**src/hdl/arfb_pkg.sv**
```systemverilog
// What this block does
// - write while busy reports busy code
// - mode forbids operation reports wrong-mode code
// - running automatic tuning reports tuning code
// - temporarily unable reports unable code
// - error-changed flag added onto reported code
// - state nibble: 0,2,4,6 manual/auto, local/remote
// - data field carries item number then value
// - alarm digit bits: on1, change1, on2, change2
// - change flags catch transitions between polls
// - alarms three/four replace change bits when enabled
// - state change shows from next transaction on
// - checksum is two hex chars, carry-free sum
// - request status 00, 01, 02 or 04
`default_nettype none
package arfb_pkg;
  ////////////////////////////////////////////////////////////////////////
  // register byte offsets
  localparam logic [7:0] OFF_CTRL     = 8'h00;
  localparam logic [7:0] OFF_STATUS   = 8'h04;
  localparam logic [7:0] OFF_IRQ_STAT = 8'h08;
  localparam logic [7:0] OFF_IRQ_MASK = 8'h0c;
  // control and irq bit positions
  localparam int CTRL_ALM34   = 0;
  localparam int IRQ_DONE     = 1'h0;
  localparam int IRQ_ALARM    = 1'h1;
  localparam int IRQ_W        = 2;
  ////////////////////////////////////////////////////////////////////////
  // request status selector from the parser and its codes
  typedef enum logic [1:0] {
    REQ_OK, REQ_FORMAT, REQ_UNSUPPORTED, REQ_CHECKSUM
  } arfb_req_e;
  localparam logic [7:0] RS_OK          = 8'h00;
  localparam logic [7:0] RS_FORMAT      = 8'h01;
  localparam logic [7:0] RS_UNSUPPORTED = 8'h02;
  localparam logic [7:0] RS_CHECKSUM    = 8'h04;
  // controller status codes
  localparam logic [7:0] CS_OK      = 8'h00;
  localparam logic [7:0] CS_BUSY    = 8'hd2;
  localparam logic [7:0] CS_MODE    = 8'hd4;
  localparam logic [7:0] CS_TUNING  = 8'hd6;
  localparam logic [7:0] CS_UNABLE  = 8'hd7;
  localparam logic [7:0] CS_ERRCHG  = 8'hb0;
  ////////////////////////////////////////////////////////////////////////
  // ascii characters
  localparam logic [7:0] CH_COMMA = 8'h2c;
  localparam logic [7:0] CH_CR    = 8'h0d;
  localparam logic [7:0] CH_LF    = 8'h0a;
  localparam logic [7:0] CH_ZERO  = 8'h30;
  localparam logic [7:0] CH_ALPHA = 8'h37;  // 'A' minus ten
  localparam logic [3:0] HEAD_LAST = 4'hd;  // last head position
  // emission phases
  typedef enum logic [2:0] {
    PH_IDLE, PH_HEAD, PH_VALUE, PH_SUMSEP, PH_SUMHI, PH_SUMLO,
    PH_CR, PH_LF
  } arfb_phase_e;
endpackage
`default_nettype wire

```
**src/hdl/arfb_response_builder.sv**
```systemverilog
`timescale 1ns/1ps
`default_nettype none
module arfb_response_builder #(
  parameter int VALUE_CHARS = 8   // longest value text
) (
  // clock and reset
  input  wire logic                       core_clk,
  input  wire logic                       rst,
  // ahb-lite slave
  input  wire logic                       hsel,
  input  wire logic [31:0]                haddr,
  input  wire logic [1:0]                 htrans,
  input  wire logic                       hwrite,
  input  wire logic [2:0]                 hsize,
  input  wire logic [31:0]                hwdata,
  input  wire logic                       hready,
  output logic      [31:0]                hrdata,
  output logic                            hreadyout,
  output logic                            hresp,
  output logic                            irq,
  // request from the parser
  input  wire logic                       reqValid,
  input  wire logic [1:0]                 reqResult,
  input  wire logic                       reqIsWrite,
  input  wire logic                       reqWithSum,
  input  wire logic [11:0]                reqItem,
  input  wire logic [8*VALUE_CHARS-1:0]   reqValue,
  input  wire logic [3:0]                 reqValueLen,
  output logic                            reqReady,
  // controller condition, same clock
  input  wire logic                       ctlBusy,
  input  wire logic                       ctlModeForbids,
  input  wire logic                       ctlTuning,
  input  wire logic                       ctlUnable,
  input  wire logic                       ctlErrorChanged,
  input  wire logic                       ctlAuto,
  input  wire logic                       ctlRemoteSetpoint,
  input  wire logic [3:0]                 alarmOn,
  // response character stream
  output logic      [7:0]                 txData,
  output logic                            txValid,
  input  wire logic                       txReady
);
  ////////////////////////////////////////////////////////////////////////
  // whole state of the block
  typedef struct packed {
    arfb_pkg::arfb_phase_e    phase;      // emission phase
    logic [3:0]               pos;        // head position
    logic [3:0]               vIdx;       // value character index
    logic [7:0]               sum;        // running checksum
    logic [7:0]               txData;     // character on the stream
    logic                     txValid;    // character offered
    logic [7:0]               reqCode;    // latched request status
    logic [7:0]               ctlCode;    // latched controller status
    logic [3:0]               stateNib;   // latched state and mode
    logic [3:0]               alarmNib;   // latched alarm digit
    logic [11:0]              item;       // latched item digits
    logic [8*VALUE_CHARS-1:0] value;      // latched value text
    logic [3:0]               vLen;       // latched value length
    logic                     withSum;    // latched protocol class
    logic [3:0]               shown;      // state and mode to report
    logic [1:0]               cos;        // alarm change flags
    logic [1:0]               prevOn;     // alarm one/two last level
    logic                     errSticky;  // error status changed
    logic                     alm34;      // alarms three/four mode
    logic [arfb_pkg::IRQ_W-1:0] irqStat;  // sticky events
    logic [arfb_pkg::IRQ_W-1:0] irqMask;  // event enables
    logic                     dSel;       // data phase pending
    logic                     dWrite;     // data phase is a write
    logic [7:0]               dAddr;      // data phase address
    logic [31:0]              hrdata;     // read data
    logic                     irq;        // interrupt line
    logic                     reqReady;   // idle, next request taken
  } arfb_state_s;

  arfb_state_s s;       // registered state
  arfb_state_s next_s;  // next state

  // ascii hex digit of a nibble
  function automatic logic [7:0] hexChar(input logic [3:0] n);
    hexChar = (n < 4'ha) ? arfb_pkg::CH_ZERO + {4'h0, n}
                         : arfb_pkg::CH_ALPHA + {4'h0, n};
  endfunction

  ////////////////////////////////////////////////////////////////////////
  // combinational next state
  logic [7:0] ch;        // character chosen this cycle
  logic       emit;      // stream slot is free
  logic       accept;    // request taken
  logic [7:0] code;      // controller status before the flag
  logic [1:0] edgeSeen;  // alarm one/two transition now
  logic [arfb_pkg::IRQ_W-1:0] w1c; // irq bits cleared by software
  logic [7:0] rsel;      // read address
  always_comb begin
    next_s   = s;
    ch       = arfb_pkg::CH_COMMA;
    w1c      = '0;
    rsel     = haddr[7:0];
    emit     = !s.txValid || txReady;
    accept   = reqValid && s.reqReady;  // a pending character may wait
    edgeSeen = alarmOn[1:0] ^ s.prevOn;
    next_s.prevOn = alarmOn[1:0];
    // controller status priority
    if (ctlUnable) begin
      code = arfb_pkg::CS_UNABLE;
    end else if (ctlTuning) begin
      code = arfb_pkg::CS_TUNING;
    end else if (ctlModeForbids) begin
      code = arfb_pkg::CS_MODE;
    end else if (ctlBusy && reqIsWrite) begin
      code = arfb_pkg::CS_BUSY;
    end else begin
      code = arfb_pkg::CS_OK;
    end
    // stream slot released
    if (s.txValid && txReady) begin
      next_s.txValid = 1'b0;
    end
    // change flags: a new edge wins over the clear at accept
    next_s.cos = (accept ? 2'b00 : s.cos) | edgeSeen;
    next_s.errSticky = (accept ? 1'b0 : s.errSticky) | ctlErrorChanged;
    // latch the fields of a new response
    if (accept) begin
      unique case (arfb_pkg::arfb_req_e'(reqResult))
        arfb_pkg::REQ_OK:          next_s.reqCode = arfb_pkg::RS_OK;
        arfb_pkg::REQ_FORMAT:      next_s.reqCode = arfb_pkg::RS_FORMAT;
        arfb_pkg::REQ_UNSUPPORTED: next_s.reqCode = arfb_pkg::RS_UNSUPPORTED;
        arfb_pkg::REQ_CHECKSUM:    next_s.reqCode = arfb_pkg::RS_CHECKSUM;
      endcase
      // error flag adds onto the code, carry dropped
      next_s.ctlCode = s.errSticky ?
          8'(code + arfb_pkg::CS_ERRCHG) : code;
      next_s.stateNib = s.shown;
      next_s.alarmNib = {s.alm34 ? alarmOn[3] : s.cos[1], alarmOn[1],
                         s.alm34 ? alarmOn[2] : s.cos[0],
                         alarmOn[0]};
      next_s.item    = reqItem;
      next_s.value   = reqValue;
      next_s.vLen    = (reqValueLen == 4'h0) ? 4'h1 : reqValueLen;
      next_s.withSum = reqWithSum;
      next_s.phase   = arfb_pkg::PH_HEAD;
      next_s.pos     = 4'h0;
      next_s.vIdx    = 4'h0;
      next_s.sum     = 8'h00;
    end else if (emit && s.phase != arfb_pkg::PH_IDLE) begin
      // emit one character of the response
      unique case (s.phase)
        arfb_pkg::PH_HEAD: begin
          unique case (s.pos)
            4'h0:    ch = hexChar(s.reqCode[7:4]);
            4'h1:    ch = hexChar(s.reqCode[3:0]);
            4'h3:    ch = hexChar(s.ctlCode[7:4]);
            4'h4:    ch = hexChar(s.ctlCode[3:0]);
            4'h6:    ch = hexChar(s.stateNib);
            4'h8:    ch = hexChar(s.alarmNib);
            4'ha:    ch = hexChar(s.item[11:8]);
            4'hb:    ch = hexChar(s.item[7:4]);
            4'hc:    ch = hexChar(s.item[3:0]);
            default: ch = arfb_pkg::CH_COMMA;
          endcase
          next_s.pos = s.pos + 4'h1;
          if (s.pos == arfb_pkg::HEAD_LAST) begin
            next_s.phase = arfb_pkg::PH_VALUE;
          end
        end
        arfb_pkg::PH_VALUE: begin
          ch = s.value[8*VALUE_CHARS-1 - 8*s.vIdx -: 8];
          next_s.vIdx = s.vIdx + 4'h1;
          if (s.vIdx + 4'h1 >= s.vLen) begin
            next_s.phase = s.withSum ? arfb_pkg::PH_SUMSEP
                                     : arfb_pkg::PH_CR;
          end
        end
        arfb_pkg::PH_SUMSEP: begin
          ch = arfb_pkg::CH_COMMA;
          next_s.phase = arfb_pkg::PH_SUMHI;
        end
        arfb_pkg::PH_SUMHI: begin
          ch = hexChar(s.sum[7:4]);
          next_s.phase = arfb_pkg::PH_SUMLO;
        end
        arfb_pkg::PH_SUMLO: begin
          ch = hexChar(s.sum[3:0]);
          next_s.phase = arfb_pkg::PH_CR;
        end
        arfb_pkg::PH_CR: begin
          ch = arfb_pkg::CH_CR;
          next_s.phase = arfb_pkg::PH_LF;
        end
        arfb_pkg::PH_LF: begin
          ch = arfb_pkg::CH_LF;
          next_s.phase = arfb_pkg::PH_IDLE;
          next_s.shown = {1'b0, ctlAuto, ctlRemoteSetpoint, 1'b0};
        end
        default: begin
          next_s.phase = arfb_pkg::PH_IDLE;
        end
      endcase
      next_s.txData  = ch;
      next_s.txValid = 1'b1;
      // carry-free sum of everything before the checksum
      if (s.phase == arfb_pkg::PH_HEAD || s.phase == arfb_pkg::PH_VALUE ||
          s.phase == arfb_pkg::PH_SUMSEP) begin
        next_s.sum = s.sum + ch;
      end
    end
    // ahb data phase: write
    if (s.dSel && s.dWrite) begin
      unique case (s.dAddr)
        arfb_pkg::OFF_CTRL:     next_s.alm34 = hwdata[arfb_pkg::CTRL_ALM34];
        arfb_pkg::OFF_IRQ_STAT: w1c = hwdata[arfb_pkg::IRQ_W-1:0];
        arfb_pkg::OFF_IRQ_MASK: next_s.irqMask = hwdata[arfb_pkg::IRQ_W-1:0];
        default: ;
      endcase
    end
    // ahb address phase: capture and prepare read data
    next_s.dSel   = hsel && htrans[1] && hready;
    next_s.dWrite = hwrite;
    next_s.dAddr  = rsel;
    unique case (rsel)
      arfb_pkg::OFF_CTRL:     next_s.hrdata = {31'h0, s.alm34};
      arfb_pkg::OFF_STATUS:   next_s.hrdata = {27'h0, s.cos, s.errSticky,
                                 s.phase != arfb_pkg::PH_IDLE, s.txValid};
      arfb_pkg::OFF_IRQ_STAT: next_s.hrdata = {30'h0, s.irqStat};
      arfb_pkg::OFF_IRQ_MASK: next_s.hrdata = {30'h0, s.irqMask};
      default:                next_s.hrdata = 32'h0;
    endcase
    // sticky events, a new event wins over the clear
    next_s.irqStat = s.irqStat & ~w1c;
    next_s.irqStat[arfb_pkg::IRQ_DONE] |=
      emit && s.phase == arfb_pkg::PH_LF;
    next_s.irqStat[arfb_pkg::IRQ_ALARM] |= |edgeSeen;
    next_s.irq = |(next_s.irqStat & s.irqMask);
    // request ready kept in a flop, true whenever the phase is idle
    next_s.reqReady = (next_s.phase == arfb_pkg::PH_IDLE);
  end

  ////////////////////////////////////////////////////////////////////////
  // state register
  always_ff @(posedge core_clk or posedge rst) begin
    if (rst) begin
      s <= '0;
      s.reqReady <= 1'b1;  // idle after reset
    end else begin
      s <= next_s;
    end
  end

  ////////////////////////////////////////////////////////////////////////
  // outputs straight from flops, bus ready and response tied off
  assign hrdata    = s.hrdata;
  assign hreadyout = 1'b1;     // zero wait states
  assign hresp     = 1'b0;     // always okay
  assign irq       = s.irq;
  assign txData    = s.txData;
  assign txValid   = s.txValid;
  assign reqReady  = s.reqReady;
endmodule // arfb_response_builder
`default_nettype wire

```
**config.mk**
```make
export PLATFORM = sky130hd
export DESIGN_NAME = arfb_response_builder
export DESIGN_NICKNAME = d
export VERILOG_FILES = /design/src/hdl/arfb_pkg.sv /design/src/hdl/arfb_response_builder.sv
export SDC_FILE = /design/constraint.sdc
export NUM_CORES = 1
export LEC_CHECK = 0
export BUFFER_PORTS_ARGS = -buffer_cell sky130_fd_sc_hd__buf_2
export CAP_MARGIN = 15
export CORE_ASPECT_RATIO = 1.25
export CORE_MARGIN = 5
export CORE_UTILIZATION = 35
export CTS_CLUSTER_DIAMETER = 100
export DETAILED_ROUTE_END_ITERATION = 10
export PLACE_DENSITY = 0.62
export SLEW_MARGIN = 20
export SYNTH_ARGS = -nofsm -noshare
export SYNTH_HDL_FRONTEND = slang
export SYNTH_SLANG_ARGS = --single-unit
```
**constraint.sdc**
```tcl
create_clock -name core_clk -period 6 [get_ports core_clk]
set_input_delay 1.2 -clock core_clk [delete_from_list [all_inputs] [get_ports core_clk]]
set_output_delay 1.2 -clock core_clk [all_outputs]
set_load 0.1 [all_outputs]
```
* Word-level counts from Yosys, hierarchy flattened
Cells that the tools add are included. Widths: inputs -> output; s select.
Word-level totals: flip-flop bits (word level) 187, input bits 171, logic and storage cells 172
Cells by class: add/subtract/negate cells 27, order comparisons 12, equal/unequal tests 24, shift operators 1, mux-type cells 40, bitwise gates (word level) 9, reductions and logical operators 32
Operator list (count):
- $add 6x4->7 const A | 20
- $mux 7 | 11
- $shiftx 71x33->8 | 1
- $mux 8 | 8
- $pmux 7 s9 | 1
- $pmux 8 s6 | 1
- $lt 4x4->1 const B | 10
- $eq 8x4->1 const B | 4
- $pmux 8 s4 | 1
- $mux 28 | 1
- $eq 4x4->1 const B | 5
- $pmux 5 s4 | 1
- $mux 19 | 1
- $pmux 3 s6 | 1
- $logic_not 8->1 | 2
- $add 6x3->7 const A | 2
- $eq 3x3->1 const B | 4
- $mux 4 | 3
- $reduce_and 2->1 | 6
- $mux 3 | 3
- $add 4x1->4 const B | 2
- $add 8x8->8 | 1
- $add 8x8->8 const B | 1
- $eq 4x3->1 const B | 2
- 28 further kinds | 53

* Longest topological paths before layout
depth after elaboration 11, depth in mapped cells 15, depth with buffers taken out 14

* Worst setup path after synthesis
No wires, ideal clock.
path kind register to register, start register s[184] (netlist bit), end register s[179] (netlist bit), data arrival time 2968 ps, slack 2898 ps, cell stages (with the launch flop) 14, path through dfrtp_1 > inv_1 > ha_1 > clkbuf_1 > nand3_1 > o311ai_0 > o31ai_1 > nand2_1 > ha_1 > a211oi_1 > a21oi_1 > o41ai_1 > mux2i_1 > nand4b_1
Between the ends: cells in the longest elaborated chain, start to end 9
Ends and longest elaborated chain:
- from (decl) | line arfb_response_builder.sv:76 | arfb_state_s s;
- from (signal assigned) | line arfb_response_builder.sv:245 | s <= next_s;
- $eq 4x4->1 (tied with other cells) | line arfb_response_builder.sv:149 | unique case (s.pos)
- $pmux 7 s9 (*) | line arfb_response_builder.sv:149
- $pmux 8 s6 (*) | line arfb_response_builder.sv:147 | unique case (s.phase)
- $mux 8 (*) | line arfb_response_builder.sv:145 | end else if (emit && s.phase != arfb_pkg::PH_IDLE) begin
- $mux 8 (*) | line arfb_response_builder.sv:123 | if (accept) begin
- $add 8x8->8 (*) | line arfb_response_builder.sv:204 | next_s.sum = s.sum + ch;
- $mux 8 (*) | line arfb_response_builder.sv:202 | if (s.phase == arfb_pkg::PH_HEAD || s.phase == arfb_pkg::PH_VALUE ||
- $mux 28 (*) | line arfb_response_builder.sv:145
- $mux 19 (*) | line arfb_response_builder.sv:123
Every way passes the cells marked *; elsewhere a longest branch is shown, timed or not. The select of a mux whose other input is x is not followed. A chain may end at the register's enable or synchronous reset.

* Worst setup path in the final report
Same ends and word-level chain as after synthesis.

==> results.toml <==
[power_and_ir_drop]
ir_worst_vdd_uv = 242
p_seq_share_pct = 35.1
p_per_area_nw_per_um2 = 527
power_mw = 5.17
pwr-share-clk_pct = 22.4
p_int_mw = 2.96
p_switching_mw = 2.22
cellLeakagePower_nw = 4.78
combPwrFrac_pct = 42.5
switching_share_pct = 42.9

[detailed_routing]
drt-wirelength-per-cell_um = 15.2
drc = 0
drt-total-wl_mm = 20.9
drtAntennaViolNets = 0
drtIter0Drc = 353
via_count = 6768
viasPerCell = 4.91
dr.pass1.iters = 5

[logic_synthesis]
async_flop_share_pct = 100
yosysWarnings = 0
synth_edf_count = 0
ys_seq_area_share_pct = 45.2
netlist_area_um2 = 8520
ys_ff_latch = 154
yosysTopAreaCell = "dfrtp_1"
synth_top_flop_cell = "dfrtp_1"
ys_types = 67
netlist.area_leader.share_pct = 44.9
avgSynthCellArea_um2 = 8.95
yosys-top-cells-area = "dfrtp_1 45%, nand2_1 14%, mux4_2 4.5%, ha_1 4.0%, buf_4 3.9%"
netlist_instances = 952

[sta]
period_needed_ns = 4.02
tightest_slew_ns = 0.876
finalMaxSlewViolations = 0
hold_viol_final = 0
rsz0062_at_grt = "no"
slew_headroom_pct = 41.6
tns_ns = 0
setup_violations = 0
period_share_pct = 67.0
maxClockFrequency_ghz = 0.249
fin_skew_ns = 0.0115

[clock_network]
postCtsHoldBufs = 0
cts_resized = 0
clk_path_buf_depth = 2
clock_sinks = 154
cts.clk_slew.worst_paths_ns = 0.07
clkLatencyLatePin_ns = 0.43
cts_tree = "done"
cts_root_buffer = "clkbuf_16"
htree_num_levels = 4
postCtsSetupRepairBufs = 0
cts_buffers = 17

[status]
status = "complete, no violations"

[grt]
grtUsageTotal_pct = 15.3
grt_max_degree = 115
grt_pass1_vias = 6576
grt_pass1_wl_mm = 33.4
grt_overflow = 0
antenna_found_initial = 0

[finish]
post-route-util_pct = 41.1
drive_above_1_share_pct = 19.1
mostFrequentLayoutCells = "309 x nand2_1, 153 x dfrtp_1, 128 x buf_2, 50 x o21ai_0, 36 x a21oi_1"
area_delta_synth_final_pct = 15.3
n_fill_cell = 2451
fin_area_um2 = 9830
nNetsFinal = 1240
final_common_cell = "nand2_1"
register_area_um2 = 3850
multiInputGateArea_um2 = 4120
fin_cells = 1379
diodes = 0

[worst_hold_path]
hold_path_depth = 2
min_path_type = "flop to flop"

[worst_setup_path]
worstSetupPathType = "flop to flop"
required_ns = 6.31
worstSetupEndpointType = "flop"
reg2regPathDepth = 13
crit_arrival_ns = 4.33
startpoint_type = "flop"
worst-path-max-fanout = 11

[floorplan]
die-area_um2 = 27600
ios = 216
die_h_um = 184
die_w_um = 150
start_util_pct = 35.7
rows = 63
fp.coreArea_um2 = 23900

[placed_design]
placed_area_um2 = 9190
io_buffer_count = 128
gp_congestion = 0.847
hpwlAfterDp_mm = 15.1
dp_cells = 1347

[job]
maxCapViolCount = 0
## layer usage
metal / global-route usage (%) / vias up / share of wire [%]
li1: - / 3356 / -
met3: 3.34 / 32 / 5.3
met5: 0 / - / 0
met4: 5.46 / 0 / 2.1
met2: 25.1 / 175 / 49
met1: 19.9 / 3205 / 44
## power groups by stage
| stage | registers (mW) | clock network (mW) | logic, mW |
|---|---|---|---|
| finish | 1.82 | 1.16 | 2.20 |
| global placement | 1.82 | 0 | 2.18 |
| global route | 1.89 | 1.23 | 2.46 |
| floorplan | 1.69 | 0 | 1.88 |
| CTS | 1.82 | 1.18 | 2.22 |
| detailed placement | 1.83 | 0 | 2.21 |
## per-stage QoR
| stage | hold slack, ns | worst slack (ns) |
|---|---|---|
| after floorplan | 0.435 | 0.652 |
| after global placement | 0.445 | 2.08 |
| after detailed placement | 0.454 | 2.08 |
| after CTS | 0.471 | 2.04 |
| after global routing | 0.484 | 1.76 |
| final | 0.469 | 1.98 |
## cell type report
type | count | area share, %
multi-input combinational | 700 | 41.9
sequential | 154 | 39.2
timing repair buffer | 133 | 6.90
clock buffer | 17 | 4.33
tap | 325 | 4.14
clock inverter | 15 | 2.10
inverter | 35 | 1.41
## logic make-up (layout without fill, tap and decap cells)
| group | after synthesis | count (layout) | share of synthesized area (%) |
|---|---|---|---|
| other cells | 2 | 29 | 0.0881 |
| simple gates | 436 | 436 | 22.9 |
| mux | 26 | 26 | 5.77 |
| xor+xnor | 20 | 20 | 2.06 |
| buf+inv | 125 | 200 | 7.77 |
| fa+ha+maj | 28 | 28 | 4.20 |
| flops | 154 | 154 | 45.2 |
| compound gates | 161 | 161 | 12.0 |
## cell usage after synthesis, drive strengths merged (3+ instances only)
| library cell | count |
|---|---|
| clkbuf | 32 |
| a211oi | 4 |
| and2 | 5 |
| o31ai | 4 |
| and4b | 6 |
| or3 | 3 |
| a21o | 5 |
| o311ai | 4 |
| nor4 | 4 |
| mux2 | 5 |
| nor2 | 28 |
| ha | 27 |
| buf | 58 |
| nand4b | 4 |
| a31oi | 9 |
| nand3 | 23 |
| a21boi | 5 |
| and3b | 4 |
| dfrtp | 153 |
| o22ai | 3 |
| a21oi | 36 |
| nand2 | 310 |
| a22o | 3 |
| o211ai | 9 |
| nor2b | 7 |
| mux4 | 17 |
| xnor2 | 18 |
| o21ai | 51 |
| a22oi | 11 |
| and3 | 4 |
| or2 | 3 |
| nor4b | 3 |
| nor3 | 11 |
| inv | 35 |
| nand3b | 4 |
| nand2b | 3 |
| mux2i | 4 |
| nor3b | 5 |
| o21bai | 4 |
| nand4 | 6 |
## critical path: stages (launching register included)
cell	delay (ns)
dfrtp_1	0.40
inv_1	0.10
ha_1	0.36
and3b_1	0.29
o21ai_0	0.14
o311ai_0	0.31
o31ai_1	0.40
nand2_1	0.13
ha_1	0.36
a211oi_1	0.22
a21oi_1	0.13
o41ai_1	0.66
mux2i_1	0.27
nand4b_1	0.11
## state kept, by name, summed over array words and instances, names as in the netlist
signal    count
irq           1
hrdata        5
reqReady      1
s           138
txData        8
txValid       1
## path summary, 6_finish.rpt
path	end	from	slack [ns]
setup / recovery	s[179]$_DFFE_PP0P_	s[184]$_DFFE_PP0P_	1.98
hold reg to reg	s[156]$_DFFE_PP0P_	s[156]$_DFFE_PP0P_	0.47
setup reg to reg	s[179]$_DFFE_PP0P_	s[184]$_DFFE_PP0P_	1.98
max in group asynchronous	txData[5]$_DFFE_PP0P_	rst	3.99
hold / removal	s[156]$_DFFE_PP0P_	s[156]$_DFFE_PP0P_	0.47
min in group asynchronous	s[64]$_DFFE_PP0P_	rst	0.91
Note: power is estimated with default switching activity, not from simulation.
